--- config.mk ---
export PLATFORM = sky130hd
export DESIGN_NAME = rfid_command_bit_decoder
export DESIGN_NICKNAME = d
export VERILOG_FILES = /design/src/design/rfid_cmd_pkg.sv /design/src/design/rfid_sync2.sv /design/src/design/rfid_command_bit_decoder.sv
export SDC_FILE = /design/constraint.sdc
export NUM_CORES = 1
export LEC_CHECK = 0
export BUFFER_PORTS_ARGS = -buffer_cell sky130_fd_sc_hd__buf_2
export CAP_MARGIN = 10
export CORE_MARGIN = 4
export CORE_UTILIZATION = 43
export CTS_CLUSTER_DIAMETER = 200
export DETAILED_ROUTE_END_ITERATION = 8
export PLACE_DENSITY = 0.75
export SETUP_SLACK_MARGIN = 0.05
export SLEW_MARGIN = 20
export SYNTH_ARGS = -nofsm -noshare
export SYNTH_HDL_FRONTEND = slang
export SYNTH_SLANG_ARGS = --single-unit
export TNS_END_PERCENT = 30
--- constraint.sdc ---
create_clock -name clk -period 2.1 [get_ports clk]
set_clock_uncertainty 0.2 [all_clocks]
set_input_delay 0.42 -clock clk [delete_from_list [all_inputs] [get_ports clk]]
set_output_delay 0.42 -clock clk [all_outputs]
set_load 0.02 [all_outputs]
--- src/design/rfid_cmd_pkg.sv ---
// Constants and types for the command bit decoder.
// Assumes a single 25 MHz clock domain with asynchronous active-low reset.
package rfid_cmd_pkg;
    localparam int unsigned CLK_HZ          = 25000000;
    localparam int unsigned CMD_COUNT       = 5;
    localparam int unsigned BYTE_COUNT_W    = 3;
    localparam int unsigned ADDR_W          = 16;
    localparam int unsigned INFO_BYTES      = 8;
    localparam int unsigned ERR_CODE_W      = 16;
    // Command bit positions in the command vector
    localparam int unsigned CMD_TAG_IDENTIFIER_CMD      = 0;
    localparam int unsigned CMD_READ        = 1;
    localparam int unsigned CMD_WRITE       = 2;
    localparam int unsigned CMD_TAG_INFORMATION_CMD    = 3;
    localparam int unsigned CMD_HEAD_INFO   = 4;
    // Reset values and error codes
    localparam logic [4:0]  CMD_RESET_VAL   = 5'h00;
    localparam logic [15:0] ERR_CODE_NONE   = 16'h0000;
    localparam logic [15:0] ERR_CODE_MULTI  = 16'h0001;
    localparam logic [15:0] ERR_CODE_ABORT  = 16'h0002;
    // Tag information filler bytes
    localparam logic [7:0]  INFO_UNSUPPORTED = 8'h00;
    localparam logic [7:0]  INFO_ZERO        = 8'h00;

    typedef enum logic [2:0] {
        OP_NONE,
        OP_TAG_IDENTIFIER_CMD,
        OP_READ,
        OP_WRITE,
        OP_TAG_INFORMATION_CMD,
        OP_HEAD_INFO
    } op_t;

    typedef enum logic [1:0] {
        ST_IDLE,
        ST_PENDING,
        ST_RUN,
        ST_LOCKED
    } state_t;
endpackage

--- src/design/rfid_sync2.sv ---
// Two-stage synchroniser for one level from outside the clock domain.
// Assumes the level changes slower than the clock.
`timescale 1ns/1ns
module rfid_sync2 (
    // Clock and reset
    input  wire logic clk,
    input  wire logic reset_n,
    // Level in and out
    input  wire logic async_in,
    output logic      sync_out
);
    logic stage1;
    logic stage2;
    logic next_stage1;
    logic next_stage2;

    always_comb begin
        next_stage1 = async_in;
        next_stage2 = stage1;
    end

    always_ff @(posedge clk or negedge reset_n) begin
        if (!reset_n) begin
            stage1 <= 1'b0;
            stage2 <= 1'b0;
        end else begin
            stage1 <= next_stage1;
            stage2 <= next_stage2;
        end
    end

    assign sync_out = stage2;
endmodule

--- src/design/rfid_command_bit_decoder.sv ---
// Decoder of the command and control bits of the cyclic output image.
// Assumes a new image is flagged by image_valid on clk; tag present/changed and engine
// done/error from the head side are asynchronous and are synchronised here.
`timescale 1ns/1ns
module rfid_command_bit_decoder
    import rfid_cmd_pkg::*;
(
    // Clock and reset
    input  wire logic                                 clk,
    input  wire logic                                 reset_n,
    // Process output image
    input  wire logic                                 image_valid,
    input  wire logic                                 head_enable,
    input  wire logic                                 single_cmd_per_tag,
    input  wire logic                                 tag_identifier_cmd,
    input  wire logic                                 read_cmd,
    input  wire logic                                 write_cmd,
    input  wire logic                                 tag_information_cmd,
    input  wire logic                                 head_information_cmd,
    input  wire logic                                 reset_cmd,
    input  wire logic [rfid_cmd_pkg::BYTE_COUNT_W-1:0] byte_count_field,
    input  wire logic [7:0]                           tag_address_high,
    input  wire logic [7:0]                           tag_address_low,
    // Head side status
    input  wire logic                                 tag_present,
    input  wire logic                                 tag_changed,
    input  wire logic                                 engine_done,
    input  wire logic                                 engine_error,
    input  wire logic [7:0]                           tag_block_count,
    input  wire logic [7:0]                           tag_block_size,
    // Head and engine control
    output logic                                      head_on,
    output logic                                      op_start,
    output rfid_cmd_pkg::op_t                         op_kind,
    output logic [rfid_cmd_pkg::ADDR_W-1:0]           op_address,
    output logic [3:0]                                op_length,
    output logic                                      op_abort,
    // Process input status
    output logic                                      busy,
    output logic                                      done,
    output logic                                      error,
    output logic [rfid_cmd_pkg::ERR_CODE_W-1:0]       error_code,
    output logic                                      info_valid,
    output logic [63:0]                               info_data
);
    logic tp_s;
    logic tc_s;
    logic ed_s;
    logic ee_s;

    rfid_sync2 u_sync_tp (.clk(clk), .reset_n(reset_n), .async_in(tag_present),  .sync_out(tp_s));
    rfid_sync2 u_sync_tc (.clk(clk), .reset_n(reset_n), .async_in(tag_changed),  .sync_out(tc_s));
    rfid_sync2 u_sync_ed (.clk(clk), .reset_n(reset_n), .async_in(engine_done),  .sync_out(ed_s));
    rfid_sync2 u_sync_ee (.clk(clk), .reset_n(reset_n), .async_in(engine_error), .sync_out(ee_s));

    logic [CMD_COUNT-1:0] cmd_now;
    logic [CMD_COUNT-1:0] cmd_prev;
    logic                 reset_prev;
    logic                 tc_prev;
    logic [CMD_COUNT-1:0] rise;
    logic                 reset_rise;
    logic                 multi;
    state_t               state;
    op_t                  pend_op;
    logic                 used;
    logic                 ed_prev;
    logic                 done_rise;

    logic [CMD_COUNT-1:0] next_cmd_prev;
    logic                 next_reset_prev;
    logic                 next_tc_prev;
    logic                 next_ed_prev;
    state_t               next_state;
    op_t                  next_pend_op;
    logic                 next_used;
    logic                 next_head_on;
    logic                 next_op_start;
    op_t                  next_op_kind;
    logic [ADDR_W-1:0]    next_op_address;
    logic [3:0]           next_op_length;
    logic                 next_op_abort;
    logic                 next_done;
    logic                 next_error;
    logic [ERR_CODE_W-1:0] next_error_code;
    logic                 next_info_valid;
    logic [63:0]          next_info_data;

    assign cmd_now = {head_information_cmd, tag_information_cmd, write_cmd,
                      read_cmd, tag_identifier_cmd};
    assign rise       = image_valid ? (cmd_now & ~cmd_prev) : CMD_RESET_VAL;
    assign reset_rise = image_valid & reset_cmd & ~reset_prev;
    assign multi      = image_valid && ($countones(cmd_now) > 1) && (rise != CMD_RESET_VAL);
    assign done_rise  = ed_s & ~ed_prev;
    assign busy       = (state != ST_IDLE);

    always_comb begin
        next_cmd_prev   = image_valid ? cmd_now : cmd_prev;
        next_reset_prev = image_valid ? reset_cmd : reset_prev;
        next_tc_prev    = tc_s;
        next_ed_prev    = ed_s;
        next_state      = state;
        next_pend_op    = pend_op;
        next_used       = used;
        next_head_on    = head_on;
        next_op_start   = 1'b0;
        next_op_kind    = op_kind;
        next_op_address = op_address;
        next_op_length  = op_length;
        next_op_abort   = 1'b0;
        next_done       = done;
        next_error      = error;
        next_error_code = error_code;
        next_info_valid = info_valid;
        next_info_data  = info_data;

        if (tc_s && !tc_prev) begin
            next_used = 1'b0;
            if (state == ST_LOCKED) next_state = ST_IDLE;
        end

        unique case (state)
            ST_IDLE, ST_LOCKED: begin
                if (multi) begin
                    next_error      = 1'b1;
                    next_error_code = ERR_CODE_MULTI;
                end else if (rise != CMD_RESET_VAL && state == ST_IDLE) begin
                    next_done    = 1'b0;
                    next_info_valid = 1'b0;
                    next_op_address = {tag_address_high, tag_address_low};
                    next_op_length  = {1'b0, byte_count_field} + 4'h1;
                    if (rise[CMD_TAG_IDENTIFIER_CMD])        next_pend_op = OP_TAG_IDENTIFIER_CMD;
                    else if (rise[CMD_READ])     next_pend_op = OP_READ;
                    else if (rise[CMD_WRITE])    next_pend_op = OP_WRITE;
                    else if (rise[CMD_TAG_INFORMATION_CMD]) next_pend_op = OP_TAG_INFORMATION_CMD;
                    else                         next_pend_op = OP_HEAD_INFO;
                    if (single_cmd_per_tag && used) next_state = ST_LOCKED;
                    else                            next_state = ST_PENDING;
                end
            end
            ST_PENDING: begin
                if (tp_s || pend_op == OP_HEAD_INFO) begin
                    next_op_start = 1'b1;
                    next_op_kind  = pend_op;
                    next_state    = ST_RUN;
                end
            end
            ST_RUN: begin
                if (done_rise) begin
                    next_state = ST_IDLE;
                    next_done  = 1'b1;
                    next_used  = 1'b1;
                    next_op_kind = OP_NONE;
                    if (ee_s) begin
                        next_error      = 1'b1;
                        next_error_code = ERR_CODE_ABORT;
                    end
                    if (op_kind == OP_TAG_INFORMATION_CMD && !ee_s) begin
                        next_info_valid = 1'b1;
                        next_info_data  = {INFO_ZERO, INFO_ZERO, INFO_ZERO,
                                           INFO_UNSUPPORTED, INFO_UNSUPPORTED,
                                           INFO_UNSUPPORTED,
                                           tag_block_size - 8'h01,
                                           tag_block_count - 8'h01};
                    end
                end
            end
        endcase

        // head follows enable, held while pending or running
        if (head_enable) next_head_on = 1'b1;
        else if (next_state == ST_IDLE || next_state == ST_LOCKED) next_head_on = 1'b0;

        if (reset_rise) begin
            next_op_abort   = (state == ST_RUN);
            next_op_start   = 1'b0;
            next_op_kind    = OP_NONE;
            next_state      = ST_IDLE;
            next_done       = 1'b1;
            next_used       = 1'b0;
            next_error      = 1'b0;
            next_error_code = ERR_CODE_NONE;
            next_head_on    = head_enable;
        end
    end

    always_ff @(posedge clk or negedge reset_n) begin
        if (!reset_n) begin
            cmd_prev   <= CMD_RESET_VAL;
            reset_prev <= 1'b0;
            tc_prev    <= 1'b0;
            ed_prev    <= 1'b0;
            state      <= ST_IDLE;
            pend_op    <= OP_NONE;
            used       <= 1'b0;
            head_on    <= 1'b0;
            op_start   <= 1'b0;
            op_kind    <= OP_NONE;
            op_address <= 16'h0000;
            op_length  <= 4'h0;
            op_abort   <= 1'b0;
            done       <= 1'b1;
            error      <= 1'b0;
            error_code <= ERR_CODE_NONE;
            info_valid <= 1'b0;
            info_data  <= 64'h0000000000000000;
        end else begin
            cmd_prev   <= next_cmd_prev;
            reset_prev <= next_reset_prev;
            tc_prev    <= next_tc_prev;
            ed_prev    <= next_ed_prev;
            state      <= next_state;
            pend_op    <= next_pend_op;
            used       <= next_used;
            head_on    <= next_head_on;
            op_start   <= next_op_start;
            op_kind    <= next_op_kind;
            op_address <= next_op_address;
            op_length  <= next_op_length;
            op_abort   <= next_op_abort;
            done       <= next_done;
            error      <= next_error;
            error_code <= next_error_code;
            info_valid <= next_info_valid;
            info_data  <= next_info_data;
        end
    end
endmodule

# == Word level (Yosys, flattened, before mapping) ==
# Index checks and enable logic that the tools add are counted.
# classes
addsub,7
mul,0
div_mod_pow,0
magnitude_cmp,1
eq_ne,16
n_shift,0
muxes,47
bitwise_logic,8
reduce_logical,25
# ops
op,n
$mux W16,4
$pmux W16 S2,1
$mux W1,22
$mux W3,6
$mux W2,8
$sub A8 B1 Y8 const B,2
$ne A3 B3 Y1 const B,5
$reduce_and A3 Y1,3
$reduce_bool A3 Y1,3
$ne A2 B2 Y1 const B,4
$reduce_and A4 Y1,2
$eq A2 B2 Y1 const B,3
$eq A3 B3 Y1 const B,2
$logic_and A1 B1 Y1,6
$pmux W1 S2,3
$pmux W2 S3,1
$pmux W3 S2,1
$and A5 B5 Y5,1
$mux W5,1
$not A5 Y5,1
$reduce_and A5 Y1,1
$reduce_bool A5 Y1,1
$add A1 B1 Y2,2
$add A3 B1 Y4,1
12 further kinds,20
# totals
register_bits,83
latchBits,0
ram_bits,0
mem_bits_ro,0
input_bits,50
out_inout_bits,110
wordCells,130
n_memories,0

# == Longest topological paths before layout ==
# Gate-level depths: netlist (run 1).
# depth
depth_word,13
mapped_depth,9
depth_no_buf,8

# == Modules after synthesis ==
# From an unflattened synthesis (run 1), not the netlist that was laid out.
# unflattened
hier_cells,326
hier_area_um2,3508.4
# modules_own_cells
mod,instances,cells_each,area_each_um2,seq_area_each_um2
rfid_command_bit_decoder,1,318,3308.2,1527.7
rfid_sync2,4,2,50.0,50.0

# == Least setup slack after synthesis (run 1) ==
# No wires, ideal clock.
# synth_path
kind,in2reg
start,input tag_identifier_cmd
end,register head_on
setup_ns,0.120
arrival_ns,2.299
t_required_ns,1.780
slack_ns,-0.519
path_stages,8
n_path_buf,0
path_cell_list,fa_1 > ha_1 > a211oi_2 > nand3_1 > a211o_2 > a21boi_4 > xnor2_1 > a31o_1
# synth_between
elab_chain_cells,11
word_cells_on_any_way,17
cone_classes,3 x add/sub; 1 x order compare; 1 x eq/ne; 4 x mux; 1 x bitwise; 7 x reduce/logical
# synth_rtl
element,line,rtl
from (decl),rfid_command_bit_decoder.sv:15,"input wire logic tag_identifier_cmd,"
$add A1 B1 Y2 (not written as such),rfid_command_bit_decoder.sv:92,assign multi = image_valid && ($countones(cmd_now) > 1) && (rise != CMD_RESET_VAL);
$add A2 B2 Y3 (not written as such),rfid_command_bit_decoder.sv:92,
$add A3 B1 Y4 (not written as such),rfid_command_bit_decoder.sv:92,
$gt A4 B1 Y1,rfid_command_bit_decoder.sv:92,
$logic_and A1 B1 Y1 (2 in series),rfid_command_bit_decoder.sv:92,
$mux W2 *,rfid_command_bit_decoder.sv:123,if (multi) begin
$pmux W2 S3 *,rfid_command_bit_decoder.sv:121,unique case (state)
$eq A2 B2 Y1 / $logic_not A2 Y1 (equally long branches),rfid_command_bit_decoder.sv:171,else if (next_state == ST_IDLE || next_state == ST_LOCKED) next_head_on = 1'b0;
$logic_or A1 B1 Y1 *,rfid_command_bit_decoder.sv:171,
$reduce_bool A3 Y1 (no source line) *,n/a,
to (signal assigned),rfid_command_bit_decoder.sv:214,head_on <= next_head_on;
to (decl),rfid_command_bit_decoder.sv:32,"output logic head_on,"
# Every way passes the cells marked *; elsewhere a longest branch is shown, timed or not.
# A chain may end at the register's enable or synchronous reset.

# == Final worst setup path (run 1) ==
# layout_path
start,input tag_identifier_cmd
end,register op_address[2] (netlist name)
# layout_between
elab_chain_cells,8
word_cells_on_any_way,12
cone_classes,3 x add/sub; 1 x order compare; 1 x mux; 2 x bitwise; 5 x reduce/logical
# layout_rtl
element,line,rtl
$add A1 B1 Y2 (not written as such),rfid_command_bit_decoder.sv:92,
$add A2 B2 Y3 (not written as such),rfid_command_bit_decoder.sv:92,
$add A3 B1 Y4 (not written as such),rfid_command_bit_decoder.sv:92,
$gt A4 B1 Y1,rfid_command_bit_decoder.sv:92,
$logic_and A1 B1 Y1 (2 in series),rfid_command_bit_decoder.sv:92,
$not A1 Y1 (no source line),n/a,
$reduce_and A3 Y1 (no source line) *,n/a,
to (signal assigned),rfid_command_bit_decoder.sv:217,op_address <= next_op_address;
to (decl),rfid_command_bit_decoder.sv:35,"output logic [rfid_cmd_pkg::ADDR_W-1:0] op_address,"
# Marked as above.

==> results.cfg, run 1 <==
[layout]
final_area_um2 = 4420
final_layout_size_suffix_gt1_frac = 0.350
nNetsFinal = 524
area.growth.synth_to_final_pct = 21.9
final_util = 0.537
antennaDiodeCount = 0
fillers = 739

[clock_network]
cts_max_level = 3
cts_tree = built
clock_sinks = 69
cts_buffers = 9
path_clk_slew_ns = 0.07
root_buffer = clkbuf_8
clock_path_buffers = 2
clk_latency_ns = 0.33

[grt]
overflow = 0
antenna_found_initial = 0
grt_pass1_wl_mm = 12.1
grt_pass1_vias = 2559
grt_usage = 0.151
grt_start_max_net_pins = 33

[route]
via_per_inst = 4.49
firstDrtPassIters = 4
post-route-drc-count = 0
drtAntennaViolNets = 0
via_count = 2578
routed_wl_mm = 7.51
wire_per_inst_um = 13.1
drtIter0Drc = 69

[power_and_ir_drop]
seq_power_share = 0.379
p_clk_frac = 0.182
power_density_nw_per_um2 = 1260
worst_ir_drop_vdd_uv = 749
p_sw_frac = 0.391
p_int_w = 0.00339
power_switching_w = 0.00218
combPwrFrac = 0.439
p_leak_nw = 2.33

[die]
ios = 160
die-width_um = 99.8
die_area_um2 = 9950
row_count = 33
start_util = 0.441
core_area_um2 = 8220
die_y_um = 99.8

[synth]
syn_avg_cell_area_um2 = 10.8
seq_area_frac_synth = 0.477
ys_types = 45
yosysTopAreaCell = dfrtp_1
syn-cell-area_um2 = 3620
synth_top_flop_cell = dfrtp_1
synth_top_cell_area_share = 0.470
ys_seq_elements = 69
synthTopCellsByArea = dfrtp_1 47%, buf_4 13%, mux2_4 7.0%, nand2_1 3.3%, ha_1 3.1%
synth-edff-count = 0
ys_async_sr_fraction = 1.00
netlist_instances = 336
synth_warnings = 0

[min_path]
worstHoldPathType = primary input to flip-flop
hold_start = byte_count_field[0]
min_path_cells = 2
min_delay_worst_endpoint = op_length[0]

[timing]
max_freq_ghz = 0.411
setup_slack_ns = -0.334
fin_crit_sh = 1.16
slew_headroom = 0.637
maxSlewViolCount = 0
fin_crit_ns = 2.43
final-setup-viol-count = 31
worst_pin_slew_ns = 0.537
finalHoldViolCount = 0
rsz0062_at_grt = true

[placement]
numPortBuffers = 97
hpwlAfterDp_mm = 5.96
place.gp.congestion = 0.919
place_ws_ns = -0.758
placed_area_um2 = 4160

[critical_path]
r2r_end = head_on
crit_fanout = 29
rrSetupSlack_ns = -0.11
r2r_start = state[1]
reg2regPathDepth = 9
cp.arrival_ns = 2.45
cp-end-kind = flip-flop
required_ns = 2.11
path_class = primary input to flip-flop
start_kind = primary input

[run_status]
violations = setup timing
status = finished, violations left

[run]
max_cap_violations = 0
## cell usage in the layout, fill, tap and decap left out, drive strengths merged, types with 2 or more instances in the layout
cell	count
dlygate4sd3	5
a211oi	3
clkbuf	13
mux2	22
a21oi	12
nor2b	4
nand2b	4
xor2	5
inv	14
a211o	2
a21o	2
and2	2
and3b	2
nand3	6
nand2	32
nand3b	3
o21ai	27
xnor2	9
dfrtp	68
buf	121
nor3	9
a22o	3
nor2	15
conb	62
ha	9
clkinv	2
## registers in the layout (all words and copies together), names as in the netlist, 2 cells and up
register / cells
cmd_prev: 5
state: 2
error_code: 2
op_address: 16
pend_op: 3
op_kind: 3
info_data: 16
op_length: 4
## cell usage after synthesis (3+ instances only)
master / n
dfrtp_1: 68
buf_4: 62
nand2_1: 32
o21ai_0: 21
mux2_4: 17
nor2_1: 15
inv_1: 14
a21oi_1: 11
ha_1: 9
xnor2_1: 9
nor3_1: 8
nand3_1: 6
o21ai_1: 6
mux2_2: 5
xor2_1: 5
clkbuf_1: 4
nand2b_1: 4
a22o_1: 3
buf_6: 3
nand3b_1: 3
nor2b_1: 3
## stage by stage
stage | total power [W] | cells | setup TNS [ns] | hold WS (ns)
after detailed placement | 0.00457 | 552 | -20.56 | 0.135
after floorplan | 0.00375 | 397 | -13.19 | -0.0756
after global placement | 0.00450 | 552 | -19.59 | 0.136
after CTS | 0.00562 | 573 | -7.65 | 0.0936
after global routing | 0.00593 | 574 | -10.58 | 0.0953
final | 0.00556 | 574 | -7.72 | 0.106
## power by group through the flow
stage	combinational, W	clock, W	sequential (W)
after floorplan	0.00113	0	0.00262
after global placement	0.00239	0	0.00212
after detailed placement	0.00245	0	0.00212
after CTS	0.00246	0.00105	0.00211
after global routing	0.00265	0.00112	0.00217
final	0.00244	0.00101	0.00211
## logic make-up (layout without fill, tap and decap cells)
logic type,Yosys count,count (layout),share of synthesized area
buf+inv,84,156,0.158
simple gates,79,79,0.106
flops,69,69,0.477
compound gates,56,56,0.0985
mux,23,23,0.0888
xor+xnor,14,14,0.0339
fa+ha+maj,10,10,0.0366
other cells,1,62,0.00104
## what timing repair did
action | 4_1_cts | 5_1_grt
pin swaps | 5 | 7
hold buffers | 5 | 0
buffers inserted | 0 | 1
resized for setup | 4 | 1
endpoints found under the setup margin | 31 | 31
hold endpoints to repair | 22 | 0
## critical path, cell delays in order
cell      delay [ns]
buf_6           0.10
fa_1            0.47
ha_1            0.29
a211oi_2        0.25
nand3_1         0.10
a211o_2         0.31
buf_12          0.19
mux2_4          0.31
## layer usage
layer	up-vias	GRT usage	wire length, µm	share of wire
met4	0	0.0525	80	0.011
met2	123	0.239	3550	0.47
met3	10	0.0484	675	0.090
met1	1195	0.196	3210	0.43
met5	-	0	0	0
li1	1250	-	-	-
## how the worst max path moves through the flow
stage / start / endpoint / depth (start not counted)
finish: tag_identifier_cmd / op_address[2] / 8
global route: tag_identifier_cmd / op_address[2] / 8
detailed placement: tag_identifier_cmd / head_on / 9
global placement: tag_identifier_cmd / op_address[13] / 8
floorplan: tag_identifier_cmd / head_on / 8
CTS: tag_identifier_cmd / head_on / 9
## layout make-up
type / count / area [µm²] / area share
sequential: 69 / 1730 / 0.391
multi-input combinational: 244 / 1560 / 0.353
timing repair buffer: 126 / 766 / 0.173
clock buffer: 13 / 139 / 0.0315
tap: 105 / 131 / 0.0298
inverter: 14 / 52.6 / 0.0119
clock inverter: 3 / 40.0 / 0.00907
(Power assumes the default switching activity.)
==> run 2: changes to the inputs <==
GPL_ROUTABILITY_DRIVEN = 0   (was default)
clock period = 2.05 ns   (was 2.1 ns; I/O delays follow)
==> run 2 against run 1 <==
  * The flow still finishes with violations (setup timing)
  * Sequential cell count did not move
  * Register-to-register slack barely moved
  * First-iteration DRC count fell by 1.4%
  * Die area did not move
  * Count of clock-buffer cells in the layout did not move
  * Setup slack got worse by 0.043 ns
  * Clock power fell by 7%
  * Critical path depth did not move
  * Power rose by 1.5%
  * Critical path type unchanged
==> results.cfg, run 2 (synthesis gave the netlist of run 1 again) <==
[layout]
nNetsFinal = 529
stdcell_count = 578
mostFrequentLayoutCells = 95 x buf_2, 68 x dfrtp_1, 62 x conb_1
area.growth.synth_to_final_pct = 22.8
final_layout_size_suffix_gt1_frac = 0.359
antennaDiodeCount = 0
mostFrequentLayoutCell = buf_2
final_area_um2 = 4450
reg_top3 = info_data (16), op_address (16), cmd_prev (5)
final_util = 0.541

[grt]
antenna_found_initial = 0
grt_pass1_wl_mm = 12.2
grt_usage = 0.155
overflow = 0
grt_pass1_vias = 2568
grt_start_max_net_pins = 33

[clock_network]
cts_buffers = 9
cts_max_level = 3
root_buffer = clkbuf_8
path_clk_slew_ns = 0.07
clock_path_buffers = 2
clk_latency_ns = 0.33
clock_sinks = 69
cts_tree = built

[run_status]
status = finished, violations left
violations = setup timing

[critical_path]
required_ns = 2.07
cp-end-kind = flip-flop
crit_slowest_cell = fa_1
slowest_delay_ns = 0.53
path_class = primary input to flip-flop
reg2regPathDepth = 9
start_kind = primary input
path_cells = buf_8, fa_1, ha_1, a211oi_2, nand3_1, a211o_2, buf_12, mux2_4
crit_fanout = 25
cp.arrival_ns = 2.44

[die]
die_y_um = 99.8
ios = 160
start_util = 0.441
row_count = 33
die_area_um2 = 9950
die-width_um = 99.8
core_area_um2 = 8220

[power_and_ir_drop]
power_density_nw_per_um2 = 1270
p_leak_nw = 2.35
worst_ir_drop_vdd_uv = 685

[route]
post-route-drc-count = 0
routed_wl_mm = 7.57
firstDrtPassIters = 4
drtIter0Drc = 68
wire_per_inst_um = 13.1
via_count = 2615
drtAntennaViolNets = 0
via_per_inst = 4.52

[min_path]
min_path_cells = 2
worstHoldPathType = primary input to flip-flop

[placement]
hpwlAfterDp_mm = 5.98
place_inst = 556
placed_area_um2 = 4190
numPortBuffers = 97

[timing]
worst_pin_slew_ns = 0.547
rsz0062_at_grt = true
finalHoldViolCount = 0
setup_slack_ns = -0.377
slew_headroom = 0.635
max_freq_ghz = 0.412
maxSlewViolCount = 0
final-setup-viol-count = 31
fin_crit_sh = 1.18
fin_crit_ns = 2.43

[run]
max_cap_violations = 0
run 2: metal layers:
layer	GRT usage	up-vias	part of all wire	wire, µm
met3	0.0456	10	0.097	732
li1	-	1266	-	-
met4	0.0693	0	0.017	126
met5	0	-	0	0
met1	0.198	1224	0.42	3170
met2	0.244	115	0.47	3540
run 2: path summary, 6_finish.rpt:
check                                       from  slack, ns                  to
setup / recovery              tag_identifier_cmd      -0.38       op_address[9]
hold / removal                       head_enable       0.09             head_on
setup reg to reg                        state[1]      -0.11             head_on
hold reg to reg            u_sync_tc.next_stage2       0.15  u_sync_tc.sync_out
max in group asynchronous                reset_n       0.71        info_data[1]
min in group asynchronous                reset_n       0.40      op_address[14]
run 2: final cells by class:
cell class | count | area, µm²
clock buffers | 13 | 149
clock inverters | 2 | 10.0
fillers | 737 | 3770
inverters | 14 | 52.6
multi-input cells | 244 | 1570
flip-flops and latches | 69 | 1730
well taps | 105 | 131
repair buffers | 131 | 811
run 2: where the power goes:
group          switching [W]  internal [W]
sequential          0.000296       0.00187
clock               0.000477      0.000463
combinational        0.00147       0.00107
total                0.00224       0.00340
run 2: stage by stage:
stage / hold WS [ns] / setup WS, ns / setup TNS (ns) / total power, W
6_report: 0.0870 / -0.377 / -9.32 / 0.00565
5_1_grt: 0.0840 / -0.430 / -11.29 / 0.00603
2_1_floorplan: -0.0856 / -0.549 / -14.43 / 0.00384
3_5_place_dp: 0.135 / -0.795 / -22.28 / 0.00471
4_1_cts: 0.0783 / -0.369 / -9.13 / 0.00569
3_3_place_gp: 0.136 / -0.758 / -21.27 / 0.00464
run 2: worst max-delay path: cells and delay by family:
family | cells | cell delay (ns)
adders and majority gates | 2 | 0.76
AOI/OAI and AO/OA | 2 | 0.57
muxes | 1 | 0.31
and+or+nand+nor | 1 | 0.10
buffers and inverters | 2 | 0.28
run 2: timing repair:
action	CTS	global route
endpoints found under the hold margin	23	0
endpoints found under the setup margin	31	42
gates resized for setup	5	4
pin swaps	7	1
hold buffers	5	0
buffers inserted	1	1
